**src/shared/adros_pkg.sv**
```systemverilog
// adros_pkg: register map, field positions, reset values and selector codes
// for the antenna driver output select block.
// assumes a classic Wishbone slave with 32-bit data, 8-bit registers in the low byte.
package adros_pkg;

  // ---------------------------------------------------------------
  // register indices (byte address is four times the index)
  // ---------------------------------------------------------------
  localparam logic [5:0] IDX_DRIVER_CONTROL = 6'h14;
  localparam logic [5:0] IDX_MOD_FORCE = 6'h15;
  localparam logic [5:0] IDX_SOURCE_SELECT = 6'h16;
  localparam logic [5:0] IDX_PIN_STATUS = 6'h1B;

  // ---------------------------------------------------------------
  // reset values
  // ---------------------------------------------------------------
  localparam logic [7:0] RST_DRIVER_CONTROL = 8'h80;
  localparam logic [7:0] RST_MOD_FORCE = 8'h00;
  localparam logic [7:0] RST_SOURCE_SELECT = 8'h10;

  // ---------------------------------------------------------------
  // writable bit masks (reserved bits stay zero)
  // ---------------------------------------------------------------
  localparam logic [7:0] MASK_DRIVER_CONTROL = 8'hFB;
  localparam logic [7:0] MASK_MOD_FORCE = 8'h40;
  localparam logic [7:0] MASK_SOURCE_SELECT = 8'h3F;

  // ---------------------------------------------------------------
  // field positions
  // ---------------------------------------------------------------
  localparam int BIT_INV_B_ON = 7;
  localparam int BIT_INV_A_ON = 6;
  localparam int BIT_INV_B_OFF = 5;
  localparam int BIT_INV_A_OFF = 4;
  localparam int BIT_B_CW = 3;
  localparam int BIT_B_EN = 1;
  localparam int BIT_A_EN = 0;
  localparam int BIT_FORCE_FULL = 6;
  localparam int SRC_MSB = 5;
  localparam int SRC_LSB = 4;
  localparam int AUX_MSB = 3;
  localparam int AUX_LSB = 0;

  // ---------------------------------------------------------------
  // selector codes
  // ---------------------------------------------------------------
  localparam logic [1:0] SRC_HIGHZ = 2'h0;
  localparam logic [1:0] SRC_INTERNAL = 2'h1;
  localparam logic [1:0] SRC_EXTERNAL = 2'h2;
  localparam logic [1:0] SRC_CONST_HIGH = 2'h3;

  localparam logic [3:0] AUX_HIGHZ = 4'h0;
  localparam logic [3:0] AUX_LOW = 4'h1;
  localparam logic [3:0] AUX_HIGH = 4'h2;
  localparam logic [3:0] AUX_TEST_BUS = 4'h3;
  localparam logic [3:0] AUX_ENVELOPE = 4'h4;
  localparam logic [3:0] AUX_TX_SERIAL = 4'h5;
  localparam logic [3:0] AUX_RX_SERIAL = 4'h7;

endpackage

```
**src/adros_top.sv**
```systemverilog
// adros_top: antenna driver output select with its Wishbone register slave.
// assumes carrier and ext modulation arrive from pins; envelope, serial data,
// test bus and power-down come from logic on mclk.
//
// Behaviour
// - enabled driver b inverted when bit 7 set
// - enabled driver a inverted when bit 6 set
// - disabled driver b level inverted by bit 5
// - disabled driver a level inverted by bit 4
// - continuous-carrier bit gives unmodulated carrier on b
// - continuous-carrier clear lets b modulate carrier
// - b enable gives carrier modulated by data
// - a enable gives carrier modulated by data
// - driver control resets to 80h
// - force bit gives full-depth keying
// - modulation force register resets to 00h
// - source 00 high-z, 01 internal envelope
// - power-down high-z only with source 00
// - source 10 takes envelope from ext pin
// - source 11 constant high, inversion applies
// - aux 0000 z, 0001 low, 0010 high, 0100 envelope
// - aux 0011 outputs chosen test bus bit
// - aux 0101 outputs transmit serial data
// - aux 0111 outputs decoded receive data
// - source select resets to 10h
//
// The Wishbone interface to the registers is this design's own decision.
`timescale 1ns/10ps

module adros_top
  import adros_pkg::*;
(
  // clock, reset, enable
  input wire logic mclk,
  input wire logic reset,
  input wire logic clkEn,
  // wishbone slave
  input wire logic cyc_i,
  input wire logic stb_i,
  input wire logic we_i,
  input wire logic [7:0] adr_i,
  input wire logic [3:0] sel_i,
  input wire logic [31:0] dat_i,
  output logic [31:0] dat_o,
  output logic ack_o,
  // pins from outside the clock domain
  input wire logic carrierIn,
  input wire logic extModulationIn,
  // internal sources on mclk
  input wire logic millerEnvelope,
  input wire logic txSerialData,
  input wire logic rxSerialData,
  input wire logic [7:0] testBus,
  input wire logic [2:0] testBusBitChoice,
  input wire logic softPowerDown,
  // antenna drivers and aux pin, enables active low
  output logic antennaOutA,
  output logic antennaOutAEn_n,
  output logic antennaOutB,
  output logic antennaOutBEn_n,
  output logic auxDigitalOut,
  output logic auxDigitalOutEn_n,
  output logic forceFullDepthKeying
);

  // ---------------------------------------------------------------
  // registers and synchronisers
  // ---------------------------------------------------------------
  logic [7:0] driverControl;
  logic [7:0] modForce;
  logic [7:0] sourceSelect;
  logic carrierMeta;
  logic carrierSync;
  logic extModMeta;
  logic extModSync;

  logic [5:0] wbIndex;
  logic wbRequest;
  logic wbWrite;

  assign wbIndex = adr_i[7:2];
  assign wbRequest = cyc_i && stb_i && !ack_o;
  // a write lands on the edge where the master sees ack
  assign wbWrite = cyc_i && stb_i && we_i && ack_o && sel_i[0];

  // field views
  logic invBOn;
  logic invAOn;
  logic invBOff;
  logic invAOff;
  logic bContinuous;
  logic bEnable;
  logic aEnable;
  logic [1:0] driverSource;
  logic [3:0] auxSelector;

  assign invBOn = driverControl[BIT_INV_B_ON];
  assign invAOn = driverControl[BIT_INV_A_ON];
  assign invBOff = driverControl[BIT_INV_B_OFF];
  assign invAOff = driverControl[BIT_INV_A_OFF];
  assign bContinuous = driverControl[BIT_B_CW];
  assign bEnable = driverControl[BIT_B_EN];
  assign aEnable = driverControl[BIT_A_EN];
  assign driverSource = sourceSelect[SRC_MSB:SRC_LSB];
  assign auxSelector = sourceSelect[AUX_MSB:AUX_LSB];

  // ---------------------------------------------------------------
  // helper: level of one driver pin
  // ---------------------------------------------------------------
  // the carrier is gated by the envelope when enabled; when disabled the
  // pin rests low, and each state has its own inversion bit
  function automatic logic drv_level(input logic enabled, input logic modulated,
                                     input logic invOn, input logic invOff);
    logic lvl;
    lvl = enabled ? (modulated ^ invOn) : invOff;
    return lvl;
  endfunction

  // ---------------------------------------------------------------
  // pin synchronisers
  // ---------------------------------------------------------------
  // two stages; only the second stage feeds logic
  always_ff @(posedge mclk or posedge reset) begin
    if (reset) begin
      carrierMeta <= 1'b0;
      carrierSync <= 1'b0;
      extModMeta <= 1'b0;
      extModSync <= 1'b0;
    end else if (clkEn) begin
      carrierMeta <= carrierIn;
      carrierSync <= carrierMeta;
      extModMeta <= extModulationIn;
      extModSync <= extModMeta;
    end
  end

  // ---------------------------------------------------------------
  // register writes
  // ---------------------------------------------------------------
  // reset values
  always_ff @(posedge mclk or posedge reset) begin
    if (reset) begin
      driverControl <= RST_DRIVER_CONTROL;
      modForce <= RST_MOD_FORCE;
      sourceSelect <= RST_SOURCE_SELECT;
    end else if (clkEn && wbWrite) begin
      if (wbIndex == IDX_DRIVER_CONTROL) begin
        driverControl <= dat_i[7:0] & MASK_DRIVER_CONTROL;
      end
      if (wbIndex == IDX_MOD_FORCE) begin
        modForce <= dat_i[7:0] & MASK_MOD_FORCE;
      end
      if (wbIndex == IDX_SOURCE_SELECT) begin
        sourceSelect <= dat_i[7:0] & MASK_SOURCE_SELECT;
      end
    end
  end

  // ---------------------------------------------------------------
  // bus answer: ack one cycle after the request, dropped the next
  // ---------------------------------------------------------------
  // unmapped addresses still ack, reading zero, so a stray access never hangs
  always_ff @(posedge mclk or posedge reset) begin
    if (reset) begin
      ack_o <= 1'b0;
      dat_o <= 32'h0000_0000;
    end else if (clkEn) begin
      ack_o <= wbRequest;
      if (wbRequest) begin
        unique case (wbIndex)
          IDX_DRIVER_CONTROL: dat_o <= {24'h00_0000, driverControl};
          IDX_MOD_FORCE: dat_o <= {24'h00_0000, modForce};
          IDX_SOURCE_SELECT: dat_o <= {24'h00_0000, sourceSelect};
          IDX_PIN_STATUS: dat_o <= {24'h00_0000, 4'h0, extModSync, auxDigitalOut,
                                    antennaOutB, antennaOutA};
          default: dat_o <= 32'h0000_0000;
        endcase
      end
    end
  end

  // ---------------------------------------------------------------
  // envelope selection
  // ---------------------------------------------------------------
  logic envelope;
  logic driversActive;

  always_comb begin
    unique case (driverSource)
      SRC_HIGHZ: envelope = 1'b0;
      SRC_INTERNAL: envelope = millerEnvelope;
      SRC_EXTERNAL: envelope = extModSync;
      SRC_CONST_HIGH: envelope = 1'b1;
    endcase
  end

  // in power-down the drivers fall back to their disabled level
  assign driversActive = !softPowerDown;

  // ---------------------------------------------------------------
  // antenna drivers
  // ---------------------------------------------------------------
  // forced full-depth flag passed to the analog stage
  always_ff @(posedge mclk or posedge reset) begin
    if (reset) begin
      forceFullDepthKeying <= 1'b0;
    end else if (clkEn) begin
      forceFullDepthKeying <= modForce[BIT_FORCE_FULL];
    end
  end

  always_ff @(posedge mclk or posedge reset) begin
    if (reset) begin
      antennaOutA <= 1'b0;
    end else if (clkEn) begin
      antennaOutA <= drv_level(aEnable && driversActive, carrierSync && envelope,
                               invAOn, invAOff);
    end
  end

  always_ff @(posedge mclk or posedge reset) begin
    if (reset) begin
      antennaOutB <= 1'b0;
    end else if (clkEn) begin
      antennaOutB <= drv_level(bEnable && driversActive,
                               carrierSync && (bContinuous || envelope),
                               invBOn, invBOff);
    end
  end

  // high-z only with source code 00
  always_ff @(posedge mclk or posedge reset) begin
    if (reset) begin
      antennaOutAEn_n <= 1'b1;
      antennaOutBEn_n <= 1'b1;
    end else if (clkEn) begin
      antennaOutAEn_n <= (driverSource == SRC_HIGHZ);
      antennaOutBEn_n <= (driverSource == SRC_HIGHZ);
    end
  end

  // ---------------------------------------------------------------
  // auxiliary output pin
  // ---------------------------------------------------------------
  logic next_aux;
  logic next_auxEn_n;

  // aux routing
  // reserved codes float the pin rather than guess a source
  always_comb begin
    next_aux = 1'b0;
    next_auxEn_n = 1'b0;
    unique case (auxSelector)
      AUX_LOW: next_aux = 1'b0;
      AUX_HIGH: next_aux = 1'b1;
      AUX_TEST_BUS: next_aux = testBus[testBusBitChoice];
      AUX_ENVELOPE: next_aux = millerEnvelope;
      AUX_TX_SERIAL: next_aux = txSerialData;
      AUX_RX_SERIAL: next_aux = rxSerialData;
      default: next_auxEn_n = 1'b1;
    endcase
  end

  always_ff @(posedge mclk or posedge reset) begin
    if (reset) begin
      auxDigitalOut <= 1'b0;
      auxDigitalOutEn_n <= 1'b1;
    end else if (clkEn) begin
      auxDigitalOut <= next_aux;
      auxDigitalOutEn_n <= next_auxEn_n;
    end
  end

  // ---------------------------------------------------------------
  // assertions
  // ---------------------------------------------------------------
  property p_inv_b_on;
    @(posedge mclk) disable iff (reset)
      clkEn && bEnable && !softPowerDown && driverSource == SRC_CONST_HIGH && invBOn
      |=> antennaOutB == !$past(carrierSync);
  endproperty
  a_inv_b_on: assert property (p_inv_b_on) else $error("b not inverted when on");

  property p_inv_a_on;
    @(posedge mclk) disable iff (reset)
      clkEn && aEnable && !softPowerDown && driverSource == SRC_CONST_HIGH && invAOn
      |=> antennaOutA == !$past(carrierSync);
  endproperty
  a_inv_a_on: assert property (p_inv_a_on) else $error("a not inverted when on");

  property p_off_b;
    @(posedge mclk) disable iff (reset)
      clkEn && !bEnable |=> antennaOutB == $past(invBOff);
  endproperty
  a_off_b: assert property (p_off_b) else $error("b disabled level wrong");

  property p_off_a;
    @(posedge mclk) disable iff (reset)
      clkEn && !aEnable |=> antennaOutA == $past(invAOff);
  endproperty
  a_off_a: assert property (p_off_a) else $error("a disabled level wrong");

  property p_cw;
    @(posedge mclk) disable iff (reset)
      clkEn && bEnable && bContinuous && !softPowerDown
      |=> antennaOutB == ($past(carrierSync) ^ $past(invBOn));
  endproperty
  a_cw: assert property (p_cw) else $error("b carrier not continuous");

  property p_mod_a;
    @(posedge mclk) disable iff (reset)
      clkEn && aEnable && !softPowerDown && !invAOn && driverSource == SRC_EXTERNAL
      |=> antennaOutA == ($past(carrierSync) && $past(extModSync));
  endproperty
  a_mod_a: assert property (p_mod_a) else $error("a not modulated by ext pin");

  property p_reset_vals;
    @(posedge mclk) $fell(reset) |-> driverControl == RST_DRIVER_CONTROL
      && modForce == RST_MOD_FORCE && sourceSelect == RST_SOURCE_SELECT;
  endproperty
  a_reset_vals: assert property (p_reset_vals) else $error("reset values wrong");

  property p_highz;
    @(posedge mclk) disable iff (reset)
      !reset && clkEn ##1 clkEn |-> antennaOutAEn_n == ($past(driverSource) == SRC_HIGHZ)
      && antennaOutBEn_n == antennaOutAEn_n;
  endproperty
  a_highz: assert property (p_highz) else $error("driver enable wrong");

  property p_aux_test;
    @(posedge mclk) disable iff (reset)
      clkEn && auxSelector == AUX_TEST_BUS
      |=> !auxDigitalOutEn_n && auxDigitalOut == $past(testBus[testBusBitChoice]);
  endproperty
  a_aux_test: assert property (p_aux_test) else $error("aux test bus wrong");

  property p_reserved;
    @(posedge mclk) disable iff (reset)
      (driverControl & ~MASK_DRIVER_CONTROL) == 8'h00
      && (sourceSelect & ~MASK_SOURCE_SELECT) == 8'h00;
  endproperty
  a_reserved: assert property (p_reserved) else $error("reserved bit set");

  property p_ack;
    @(posedge mclk) disable iff (reset)
      clkEn && wbRequest ##1 clkEn |-> ack_o ##1 (!ack_o || !clkEn);
  endproperty
  a_ack: assert property (p_ack) else $error("ack timing wrong");

  c_cw: cover property (@(posedge mclk) disable iff (reset) bContinuous && bEnable);
  c_ext: cover property (@(posedge mclk) disable iff (reset)
    driverSource == SRC_EXTERNAL && aEnable);
  c_rx: cover property (@(posedge mclk) disable iff (reset) auxSelector == AUX_RX_SERIAL);
  c_pd: cover property (@(posedge mclk) disable iff (reset) softPowerDown && aEnable);

endmodule

```
**config.mk**
```make
export PLATFORM = sky130hd
export DESIGN_NAME = adros_top
export DESIGN_NICKNAME = d
export VERILOG_FILES = /design/src/shared/adros_pkg.sv /design/src/adros_top.sv
export SDC_FILE = /design/constraint.sdc
export NUM_CORES = 1
export LEC_CHECK = 0
export ABC_CLOCK_PERIOD_IN_PS = 3850
export BUFFER_PORTS_ARGS = -buffer_cell sky130_fd_sc_hd__buf_2
export CORE_AREA = 2 2 76 78
export DETAILED_ROUTE_END_ITERATION = 10
export DIE_AREA = 0 0 78 80
export HOLD_SLACK_MARGIN = 0.15
export SYNTH_ARGS = -nofsm -noshare
export SYNTH_HDL_FRONTEND = slang
export SYNTH_SLANG_ARGS = --single-unit
```
**constraint.sdc**
```tcl
create_clock -name mclk -period 3.85 [get_ports mclk]
set_clock_uncertainty 0.1 [all_clocks]
set_input_delay 0.385 -clock mclk [delete_from_list [all_inputs] [get_ports mclk]]
set_output_delay 0.385 -clock mclk [all_outputs]
set_load 0.05 [all_outputs]
```
==> results.txt, run 1 <==
Across every metal layer, demand over resource in global routing totals 0.124. TritonCTS created 5 clock buffers. Tracing the worst setup path back leads to its startpoint at clkEn. The total of warnings raised by yosys is 0. The critical-path cell with the highest stage delay is buf_2. Headroom to the max-slew limit came out at 0.664. The clock-pin slew on the worst setup and hold paths is approximately 0.060 ns. The total number of vias is 1336. The run finished with clean final reports. The delay of the slowest cell on the worst path came out at 0.31 ns. In the final layout, flip-flops and latches occupy 831 µm². The sequential area share after synthesis came out at 0.454. The synthesis-to-finish area growth came out at 18.5%.

In this run the worst setup path terminates at driverControl[0]. Once detail routing completed, the nets flagged for antenna violations numbered 0. The part of the cycle the worst path needs came out at 0.424. The via count of the first global-routing pass is 1208. In this run, synthesis produced a sequential element count of 33.

The average vias per placed instance is 4.62. The capturing element type of the critical path is a flop. The aggregate routed wire length came out at 3730 µm. The hold-fix buffer count after cts came out at 1. The number of DRC violations after detailed routing is 0. The number of port buffers came out at 53. The pin count of the biggest net entering global routing came out at 34. The library cells used most frequently in the layout, excluding fill and tap cells, are buf_2, dfrtp_1, conb_1. The hold violation count in the final report came out at 0. The worst hold-check path type is in -> reg. The worst register-to-register path ends at antennaOutA. The initial antenna violation count is 0. Sorting the synthesized cells by area gives the leading types as dfrtp_1, buf_4, mux2_2, dfstp_2, mux2_4. From left edge to right edge, the die measures 78 µm. The worst register-to-register path has a setup slack of roughly 2.4 ns. The detailed router finished its first iteration with 76 violations.

dfrtp_1 takes more of the synthesized area than any other cell. Data arrives at the worst endpoint at 1.70 ns. The cell area after synthesis came out at between 1500 and 2000 µm². The root cell of the clock tree is clkbuf_8.

The vertical die dimension came out at about 80 µm. The share of final-layout standard cells stronger than drive strength 1 came out at 0.424. The number of standard cells after synthesis is between 150 and 200. The share of Yosys cell area claimed by the top area cell type is 0.396. The area occupied by multi-input gates is just under 900 µm². In this run the static leakage power is between 1 and 1.5 nW. The overall die area is 6240 µm². The starting utilization of the core area is 0.339.

The last weighted congestion value of the routability-driven placer came out at 0.747. The floorplan core area is roughly 5400 µm². After layout, the worst setup slack is between 2 and 2.5 ns.

The library cell used most frequently in the layout, excluding fill and tap cells, is buf_2. The clock period minus worst slack is roughly 1.6 ns. The number of maximum-capacitance violations came out at 0.

The setup path with the least slack is of type in -> reg. The number of post-CTS setup repair buffers is 0. The detailed-route wire length per cell came out at around 13 µm. After synthesis, the netlist uses 37 different library cells. The number of I/O pins came out at 107. The critical path required time came out at between 3 and 4 ns.

Setup repair after global routing left no endpoint under its margin. Averaged over all synthesized cells, the footprint is 11.4 µm². Static timing analysis puts the maximum clock frequency at 613 MHz. After clock tree synthesis, the repair step resized 0 gates.

The row count is 27. The H-tree generated during clock tree synthesis spans 2 levels. The maximum buffer depth of the clock tree came out at 2. Detailed placement finished with a half-perimeter wire length of 2860 µm.

The worst-case setup slack after placement came out at approximately 1.9 ns. The maximum vdd drop came out at about 0.16 mV. The first global-routing pass estimated slightly below 6000 µm of wire. For the final routed database, the setup TNS stands at 0 ns. After filler insertion, the fill cell instance count of the layout stands at approximately 570. Power spread over the standard cell area amounts to roughly 330 nW/µm².

After global routing the overflow that remains totals 0. The number of failing setup endpoints in the final timing report is 0. STA classifies the critical path startpoint as an input port. The startpoint of the most critical register-to-register path is sourceSelect[4]. The length of the first detailed-routing pass in iterations is 5.

The cell count of the worst reg-to-reg path came out at 4. TritonCTS built the clock tree. The final layout net count came out at about 280. The highest net fanout along the worst path came out at 20.

For the pin with the worst max-slew slack, the measured transition is a little over 0.5 ns. Walking the worst path, the cells encountered are buf_2, nand3_1, nor2_1, nand2_2, mux2_2. The max-slew violation total from the final report is 0. The repair_antennas step left the layout with diodes totalling 0. The CTS sink count came out at 33. The later-pin clock latency in the skew report came out at around 0.28 ns.
[cell families (layout without fill, tap and decap cells)]
logic type / count (synthesis) / count (layout) / synth area share
buf+inv: 34 / 68 / 0.121
xor+xnor: 1 / 1 / 0.00478
compound gates: 25 / 25 / 0.0936
mux: 27 / 27 / 0.189
simple gates: 39 / 39 / 0.136
flops: 33 / 33 / 0.454
other cells: 1 / 24 / 0.00205
[stage by stage]
stage / utilization / instances / total power, mW / area, µm² / hold slack (ns)
floorplan: - / 183 / 0.473 / 1920 / 0.375
global placement: 0.384 / 280 / 0.486 / 2080 / 0.358
detailed placement: 0.384 / 280 / 0.487 / 2080 / 0.370
CTS: 0.402 / 289 / 0.739 / 2170 / 0.224
global route: 0.402 / 289 / 0.761 / 2170 / 0.222
finish: 0.402 / 289 / 0.727 / 2170 / 0.232
[flip-flops by register name (all words and copies together) (netlist names)]
name                  count
dat_o                     8
driverControl             7
sourceSelect              6
ack_o                     1
antennaOutA               1
antennaOutB               1
antennaOutBEn_n           1
auxDigitalOut             1
auxDigitalOutEn_n         1
carrierMeta               1
carrierSync               1
extModMeta                1
extModSync                1
forceFullDepthKeying      1
modForce                  1
[layer usage]
metal  wire [µm]  part of all wire  track usage
met5           0                 0            0
met3         259             0.070       0.0362
met2        1710              0.46        0.184
met1        1690              0.45        0.168
met4          68             0.018       0.0579
[synth_stat cells]
library cell  instances
a2111oi_0             1
a21boi_0              2
a21oi_1               3
a222oi_1              3
a22oi_1               3
and2_1                1
and3_1                2
and3b_1               1
and4bb_2              1
buf_1                 1
buf_4                25
clkbuf_1              3
conb_1                1
dfrtp_1              29
dfstp_2               4
inv_1                 5
mux2_2               14
mux2_4                6
mux2i_1               5
mux4_1                1
mux4_2                1
nand2_1              12
nand2_2               1
nand2_4               1
nand2b_1              3
nand3_1               5
nand4bb_4             1
nor2_1                7
nor2b_1               1
nor3_4                1
nor3b_1               1
nor3b_4               1
o21ai_0               9
o221ai_1              1
o22a_1                1
o41ai_1               2
xor2_1                1
[worst min-delay path by stage]
stage | start | endpoint | slack, ns | cells past startpoint
floorplan | carrierMeta | carrierMeta | 0.37 | 1
global placement | dat_o[5] | dat_o[5] | 0.36 | 2
detailed placement | dat_o[6] | dat_o[6] | 0.37 | 2
CTS | dat_i[7] | driverControl[7] | 0.22 | 2
global route | dat_i[2] | sourceSelect[2] | 0.22 | 2
finish | dat_i[7] | driverControl[7] | 0.23 | 2
[power by group]
part	internal, mW	switching [mW]
combinational	0.0318	0.0867
sequential	0.355	0.00665
clock	0.125	0.121
[worst max-delay path, delay by kind of cell]
kind	cells	cell delay [ns]
buf+inv	1	0.31
mux	1	0.31
simple gates	3	0.69
[cell type report]
class / count / share of cell area
multi-input cells: 116 / 0.399
inverters: 5 / 0.00865
clock inverters: 2 / 0.00461
well taps: 72 / 0.0415
clock buffers: 6 / 0.0334
flip-flops and latches: 33 / 0.383
repair buffers: 55 / 0.130
Power figures use the tool's default switching activity.
==> run 2, diff against run 1 <==
Settings changed: ABC_CLOCK_PERIOD_IN_PS 3850 to 1300, PLACE_DENSITY set to 0.67.
Clock period 3.85 ns to 1.3 ns, I/O delays scaled along.
==> run 2 against run 1 <==
The run now ends with negative setup slack left. Non-clock buffer count is 24 higher. Die area is the same. Worst setup slack worse by 2.2 ns. Sequential share of layout area fell by 4.4 points. Clock power rose to 3.2 times the previous value. Flip-flop and latch count did not move. Worst hold slack worse by 0.11 ns.
==> results.txt, run 2 (synthesized netlist as in run 1, its figures left out) <==
The hold violation count in the final report is 0. The total number of vias is approximately 1400. The starting utilization of the core area is 0.339. The synthesis-to-finish area growth came out at 34.2%. The length of the first detailed-routing pass in iterations is 6. The share of total power in the clock network came out at 0.346. Timing would allow up to ~760 MHz. The number of H-tree branching levels is 2. The region available for standard cell placement spans 5410 µm².

The vertical die dimension came out at ~80 µm. Across every metal layer, demand over resource in global routing totals 0.127. The number of DRC violations after detailed routing is 0. The maximum vdd drop is between 0.4 and 0.5 mV. The overall die area is around 6200 µm². The commonest non-fill, non-tap cell in the layout is buf_2.

The flow ran to the end, but the final reports show violations. The static leakage came out at 1.24 nW. The pin count of the biggest net entering global routing is 34.

The worst hold-check path type is in -> reg. Buffers inserted during clock tree synthesis total 5. Buffers added to address setup during post-CTS repair amount to 0. In the final layout, the registers with the most flip-flops are dat_o: 8 flops, driverControl: 7 flops, sourceSelect: 6 flops. The final layout net count came out at between 300 and 400. In the final layout, the share of cells above drive strength 1 is 0.465. The library cells used most frequently in the layout, excluding fill and tap cells, are buf_2, dfrtp_1, conb_1. The HPWL after detailed placement is approximately 2900 µm. The hold-fix buffer count after cts is 14. The combinational share of power is 0.180.

The CTS sink count is 33. Excluding fillers, the count of instances in the completed layout stands at 313. Traced cell by cell, the critical path runs through mux2i_1, and2_1, o41ai_2, o22a_1. The register with the most flip-flops in the final layout is dat_o.

The clock-pin slew on the worst setup and hold paths is about 0.070 ns. The via count of the first global-routing pass was around 1300. The clock period minus worst slack is between 1 and 1.5 ns.

The later-pin clock latency in the skew report is around 0.28 ns. The number of port buffers came out at 53. The capturing element type of the critical path is a flop.

The average vias per placed instance is 4.53. The initial antenna violation count came to 0. The final sum of negative setup slack is -0.0151 ns.

For this design the total switching power over the nets is between 0.6 and 0.7 mW. The row count is 27. The internal power of the cells is about 1.6 mW. TritonCTS built the clock tree. The aggregate routed wire length is roughly 3900 µm.

On the critical path, the stage with the largest delay is an instance of dfrtp_1. The checks that failed: negative setup slack. Along the worst path, the maximum fanout reaches 2. The width of the die is a little under 80 µm. Across all setup checks in the final design, the least slack found is -0.0151 ns. The cell count after placement came out at just under 300. The part of the cycle the worst path needs came out at 1.01. The detailed-route wire length per cell came out at around 12 µm. The critical path required time came out at about 1.4 ns. By startpoint and endpoint, the worst setup path is classified as reg -> reg. The critical path startpoint category is a flop. The aggregate global routing overflow came out at 0. The power per standard cell area came out at 920 nW/µm². The last weighted congestion value of the routability-driven placer came out at 0.804. The sequential fraction of design power is 0.474. The proportion of total power due to net switching came out at 0.283. The detailed router finished its first iteration with around 110 violations.

The flip-flop count of the largest register after layout is 8. Clock tree synthesis selected as its root buffer the cell clkbuf_8. Data arrives at the worst endpoint at about 1.4 ns. The delay of the slowest cell on the worst path is approximately 0.39 ns. The worst-case setup slack after placement came out at -0.167 ns. The number of I/O pins came out at between 100 and 150. The first-pass GRT wire length is approximately 6100 µm. The number of failing setup endpoints in the final timing report came out at 1. The number of antenna diodes came out at 0. Setup repair after global routing could not meet its margin everywhere. The number of routed nets with antenna violations is 0.

The max-slew violation total from the final report is 0. The number of maximum-capacitance violations came out at 0. Counting along the longest clock path gives a buffer depth of 2.
==> run 2: power by group through the flow <==
stage               Clock [mW]  Combinational, mW  Sequential, mW
floorplan                    0              0.299            1.11
global route             0.853              0.434            1.07
detailed placement           0              0.366            1.09
global placement             0              0.364            1.09
finish                   0.783              0.407            1.07
CTS                      0.810              0.399            1.07
==> run 2: cell type report <==
cell class | count | area, µm²
sequential | 33 | 832
inverter | 5 | 18.8
tap | 72 | 90.1
multi-input combinational | 116 | 922
timing repair buffer | 79 | 504
clock buffer | 8 | 90.1
fill | 544 | 2950
==> run 2: worst paths after layout <==
check	slack (ns)	startpoint	cells past startpoint	to
worst max-delay path	-0.02	sourceSelect[1]	4	auxDigitalOut
worst min-delay path	0.12	adr_i[4]	3	dat_o[6]
worst max register to register	-0.02	sourceSelect[1]	4	auxDigitalOut
worst min register to register	0.37	dat_o[3]	2	dat_o[3]
max in group asynchronous	0.38	reset	4	driverControl[7]
min in group asynchronous	0.38	reset	4	dat_o[5]
==> run 2: through the flow <==
| stage | cell area (µm²) | power (mW) | utilization | hold slack, ns |
|---|---|---|---|---|
| floorplan | 1940 | 1.41 | - | 0.129 |
| global placement | 2170 | 1.45 | 0.401 | 0.140 |
| detailed placement | 2170 | 1.46 | 0.401 | 0.140 |
| CTS | 2410 | 2.28 | 0.447 | 0.116 |
| global route | 2460 | 2.36 | 0.455 | 0.128 |
| finish | 2460 | 2.26 | 0.455 | 0.123 |
==> run 2: critical path, delay by kind of cell (launching register included) <==
kind | cells | cell delay [ns]
AO/OA/AOI/OAI | 2 | 0.48
AND/OR/NAND/NOR | 1 | 0.17
multiplexers | 1 | 0.12
flip-flops | 1 | 0.39
==> run 2: timing repair <==
item / 4_1_cts / 5_1_grt
endpoints found under the setup margin: 9 / 16
gates cloned: 0 / 1
pin swaps: 2 / 1
hold endpoints to repair: 50 / 1
gates resized for setup: 6 / 9
==> run 2: routing by layer <==
layer  wire [µm]  up-vias  GRT usage  share of wire
li1            -      680          -              -
met1        1680      678      0.160           0.43
met2        1890       56      0.208           0.49
met3         268        5     0.0339          0.069
met4          44        0     0.0474          0.011
met5           0        -          0              0
==> run 3, diff against run 2 <==
Settings changed: CELL_PAD_IN_SITES_DETAIL_PLACEMENT set to 1, CELL_PAD_IN_SITES_GLOBAL_PLACEMENT set to 2, CORE_AREA 2 2 76 78 to 2 2 93 95, DIE_AREA 0 0 78 80 to 0 0 95 97, PLACE_DENSITY 0.67 to unset, PLACE_DENSITY_LB_ADDON set to 0.1.
==> run 3 against run 2 <==
The run still ends with negative setup slack left. Final cell count is 11% higher. Flip-flop and latch count stayed put. Critical path type unchanged. Critical path depth is 1 lower.
==> results.txt, run 3 (synthesized netlist as in run 1, its figures left out) <==
Clock-pin slew was measured on the worst setup and hold paths at roughly 0.07 ns. The slack of the worst reg-to-reg path is -0.05 ns. The combinational share of power is 0.185. The highest net fanout along the worst path came out at 4. The via count of the first global-routing pass is around 1500. The starting utilization of the core area is 0.225. Setup violations remaining at the end of the flow were counted as 7. The number of antenna diodes came out at 0. The sequential fraction of design power is 0.464.

The total overflow left after global routing is 0. The number of DRC violations after detailed routing is 0. The detailed-route wire length per cell is ~14 µm. STA classifies the critical path endpoint as a flop. The worst path setup slack after routing is -0.0464 ns. The largest registers in the layout are dat_o: 8 flops, driverControl: 7 flops, sourceSelect: 6 flops.

The number of routed nets with antenna violations came out at 0. Setup repair after global routing could not meet its margin everywhere. In this run the count of I/O pins placed on the die edge is about 110.

Input and output buffers added on the ports amount to 53. The static leakage is about 1.3 nW. The total number of vias came out at about 1400. The critical path startpoint category is a flop. The part of the cycle the worst path needs is 1.04.

The worst hold-check path type is in -> reg. Wires add up to approximately 4900 µm. The maximum buffer depth of the clock tree is 2. Of the total power, the share spent switching nets is 0.295. The synthesis-to-finish area growth came out at 39.5%. In this run, placement finished with an instance count of 324.

The commonest non-fill, non-tap cell in the layout is buf_2. The internal power of the cells totals 1.63 mW. After detailed routing, the met3 layer carries approximately 170 µm of wire. The max-slew violation total from the final report is 0.

The top cell types in the final layout, fill and taps aside, are buf_2, dfrtp_1, conb_1. The number of maximum-capacitance violations came out at 0. The first global-routing pass estimated 7780 µm of wire. Excluding fillers, the count of instances in the completed layout stands at between 300 and 400. The hold violation count in the final report came out at 0. The wire length on met2 came out at 2670 µm. The later pin in the worst-skew pair is clocked with a latency of around 0.28 ns.

In this run the horizontal extent of the chip is ~95 µm. The CTS sink count came out at 33. The flip-flop count of the largest register after layout came out at 8.

The root cell of the clock tree is clkbuf_8. The critical path in this run is classified as reg -> reg. The routed metal-1 wirelength came out at approximately 2000 µm. The row count came out at 33.

The most flop-heavy register is dat_o. The upper clock frequency limit came out at 743 MHz. The total track usage is 0.110.

The share of final-layout standard cells stronger than drive strength 1 is 0.481. The power per standard cell area is roughly 900 nW/µm². The overall die area came out at 9220 µm². The uppermost signal routing layer after detailed routing is met4. TritonCTS built the clock tree. The initial antenna violation count came out at 0. The final reports fail on negative setup slack. The region available for standard cell placement spans roughly 8100 µm². The last weighted congestion value of the routability-driven placer came out at around 0.73.

The violation count after the first detailed-route iteration is 55. The pin count of the biggest net entering global routing came out at 34. The clock period minus worst slack came out at ~1.3 ns. The HPWL after detailed placement came out at 3790 µm.

The flow ran to the end, but the final reports show violations. The vertical die dimension is approximately 97 µm. The number of H-tree branching levels is 2. The fill cell total of the finished layout came out at 922.

The critical path arrival came out at ~1.4 ns. IR analysis of the VDD net gives a maximum drop of between 0.4 and 0.5 mV. After the last flow step, the layout net total stands at between 300 and 400. The post-detailed-placement cell area is 2240 µm². The average vias per placed instance came out at 4.14. STA puts the critical path data required time at approximately 1.4 ns.

The worst-case setup slack after placement is -0.200 ns. The share of total power in the clock network came out at 0.351. Buffers added to address setup during post-CTS repair amount to 0. Summed over all nets, the switching power comes to between 0.6 and 0.7 mW. The worst hold margin is ~0.16 ns.

The number of CTS-inserted buffers is 5. The finished layout cell area came out at ~2600 µm². The length of the first detailed-routing pass in iterations is 6.
[run 3: cell count changes in the layout (fill, tap and decap cells not counted), sizes merged]
cell	previous run	this run
clkbuf	8	9
dlygate4sd3	14	13
[run 3: per-stage QoR]
| step | utilization | setup TNS [ns] | total power, mW |
|---|---|---|---|
| 2_1_floorplan | - | -1.32 | 1.41 |
| 3_3_place_gp | 0.275 | -2.07 | 1.47 |
| 3_5_place_dp | 0.275 | -2.55 | 1.48 |
| 4_1_cts | 0.306 | -0.0990 | 2.34 |
| 5_1_grt | 0.314 | -0.973 | 2.42 |
| 6_report | 0.314 | -0.0853 | 2.31 |
[run 3: power groups by stage]
stage	sequential (mW)	clock (mW)	combinational, mW
after floorplan	1.11	0	0.299
after CTS	1.07	0.855	0.417
after detailed placement	1.09	0	0.383
after global routing	1.08	0.885	0.457
final	1.07	0.811	0.427
after global placement	1.09	0	0.378
[run 3: path summary, 6_finish.rpt]
check,start,end,depth (start not counted)
max,sourceSelect[1],dat_o[1],3
min,adr_i[2],modForce[6],3
max reg2reg,sourceSelect[1],dat_o[1],3
min reg2reg,dat_o[3],dat_o[3],2
max in group asynchronous,reset,driverControl[7],4
min in group asynchronous,reset,dat_o[3],4
[run 3: area by class of cell]
class                   count  area [µm²]  area share
repair buffers             79         551       0.215
inverters                   5        18.8     0.00735
clock buffers               8        90.1      0.0353
multi-input cells         116         930       0.364
well taps                 105         131      0.0514
flip-flops and latches     33         835       0.327
[run 3: critical path: stages, from the launching register on]
cell and delay (ns):
dfrtp_1 0.43, buf_6 0.15, a222oi_1 0.40, o21ai_1 0.14
[run 3: timing repair]
item / in CTS / in global routing
gates resized for setup: 9 / 12
cloned: 0 / 1
hold buffers: 13 / 0
endpoints found under the setup margin: 12 / 23
hold endpoints to repair: 51 / 0
pin swaps: 2 / 7
[run 3: per-layer routing]
| metal | vias to the layer above | track usage |
|---|---|---|
| met3 | 5 | 0.0257 |
| met1 | 714 | 0.137 |
| met2 | 32 | 0.186 |
| li1 | 683 | - |
| met5 | - | 0 |
| met4 | 0 | 0.0323 |
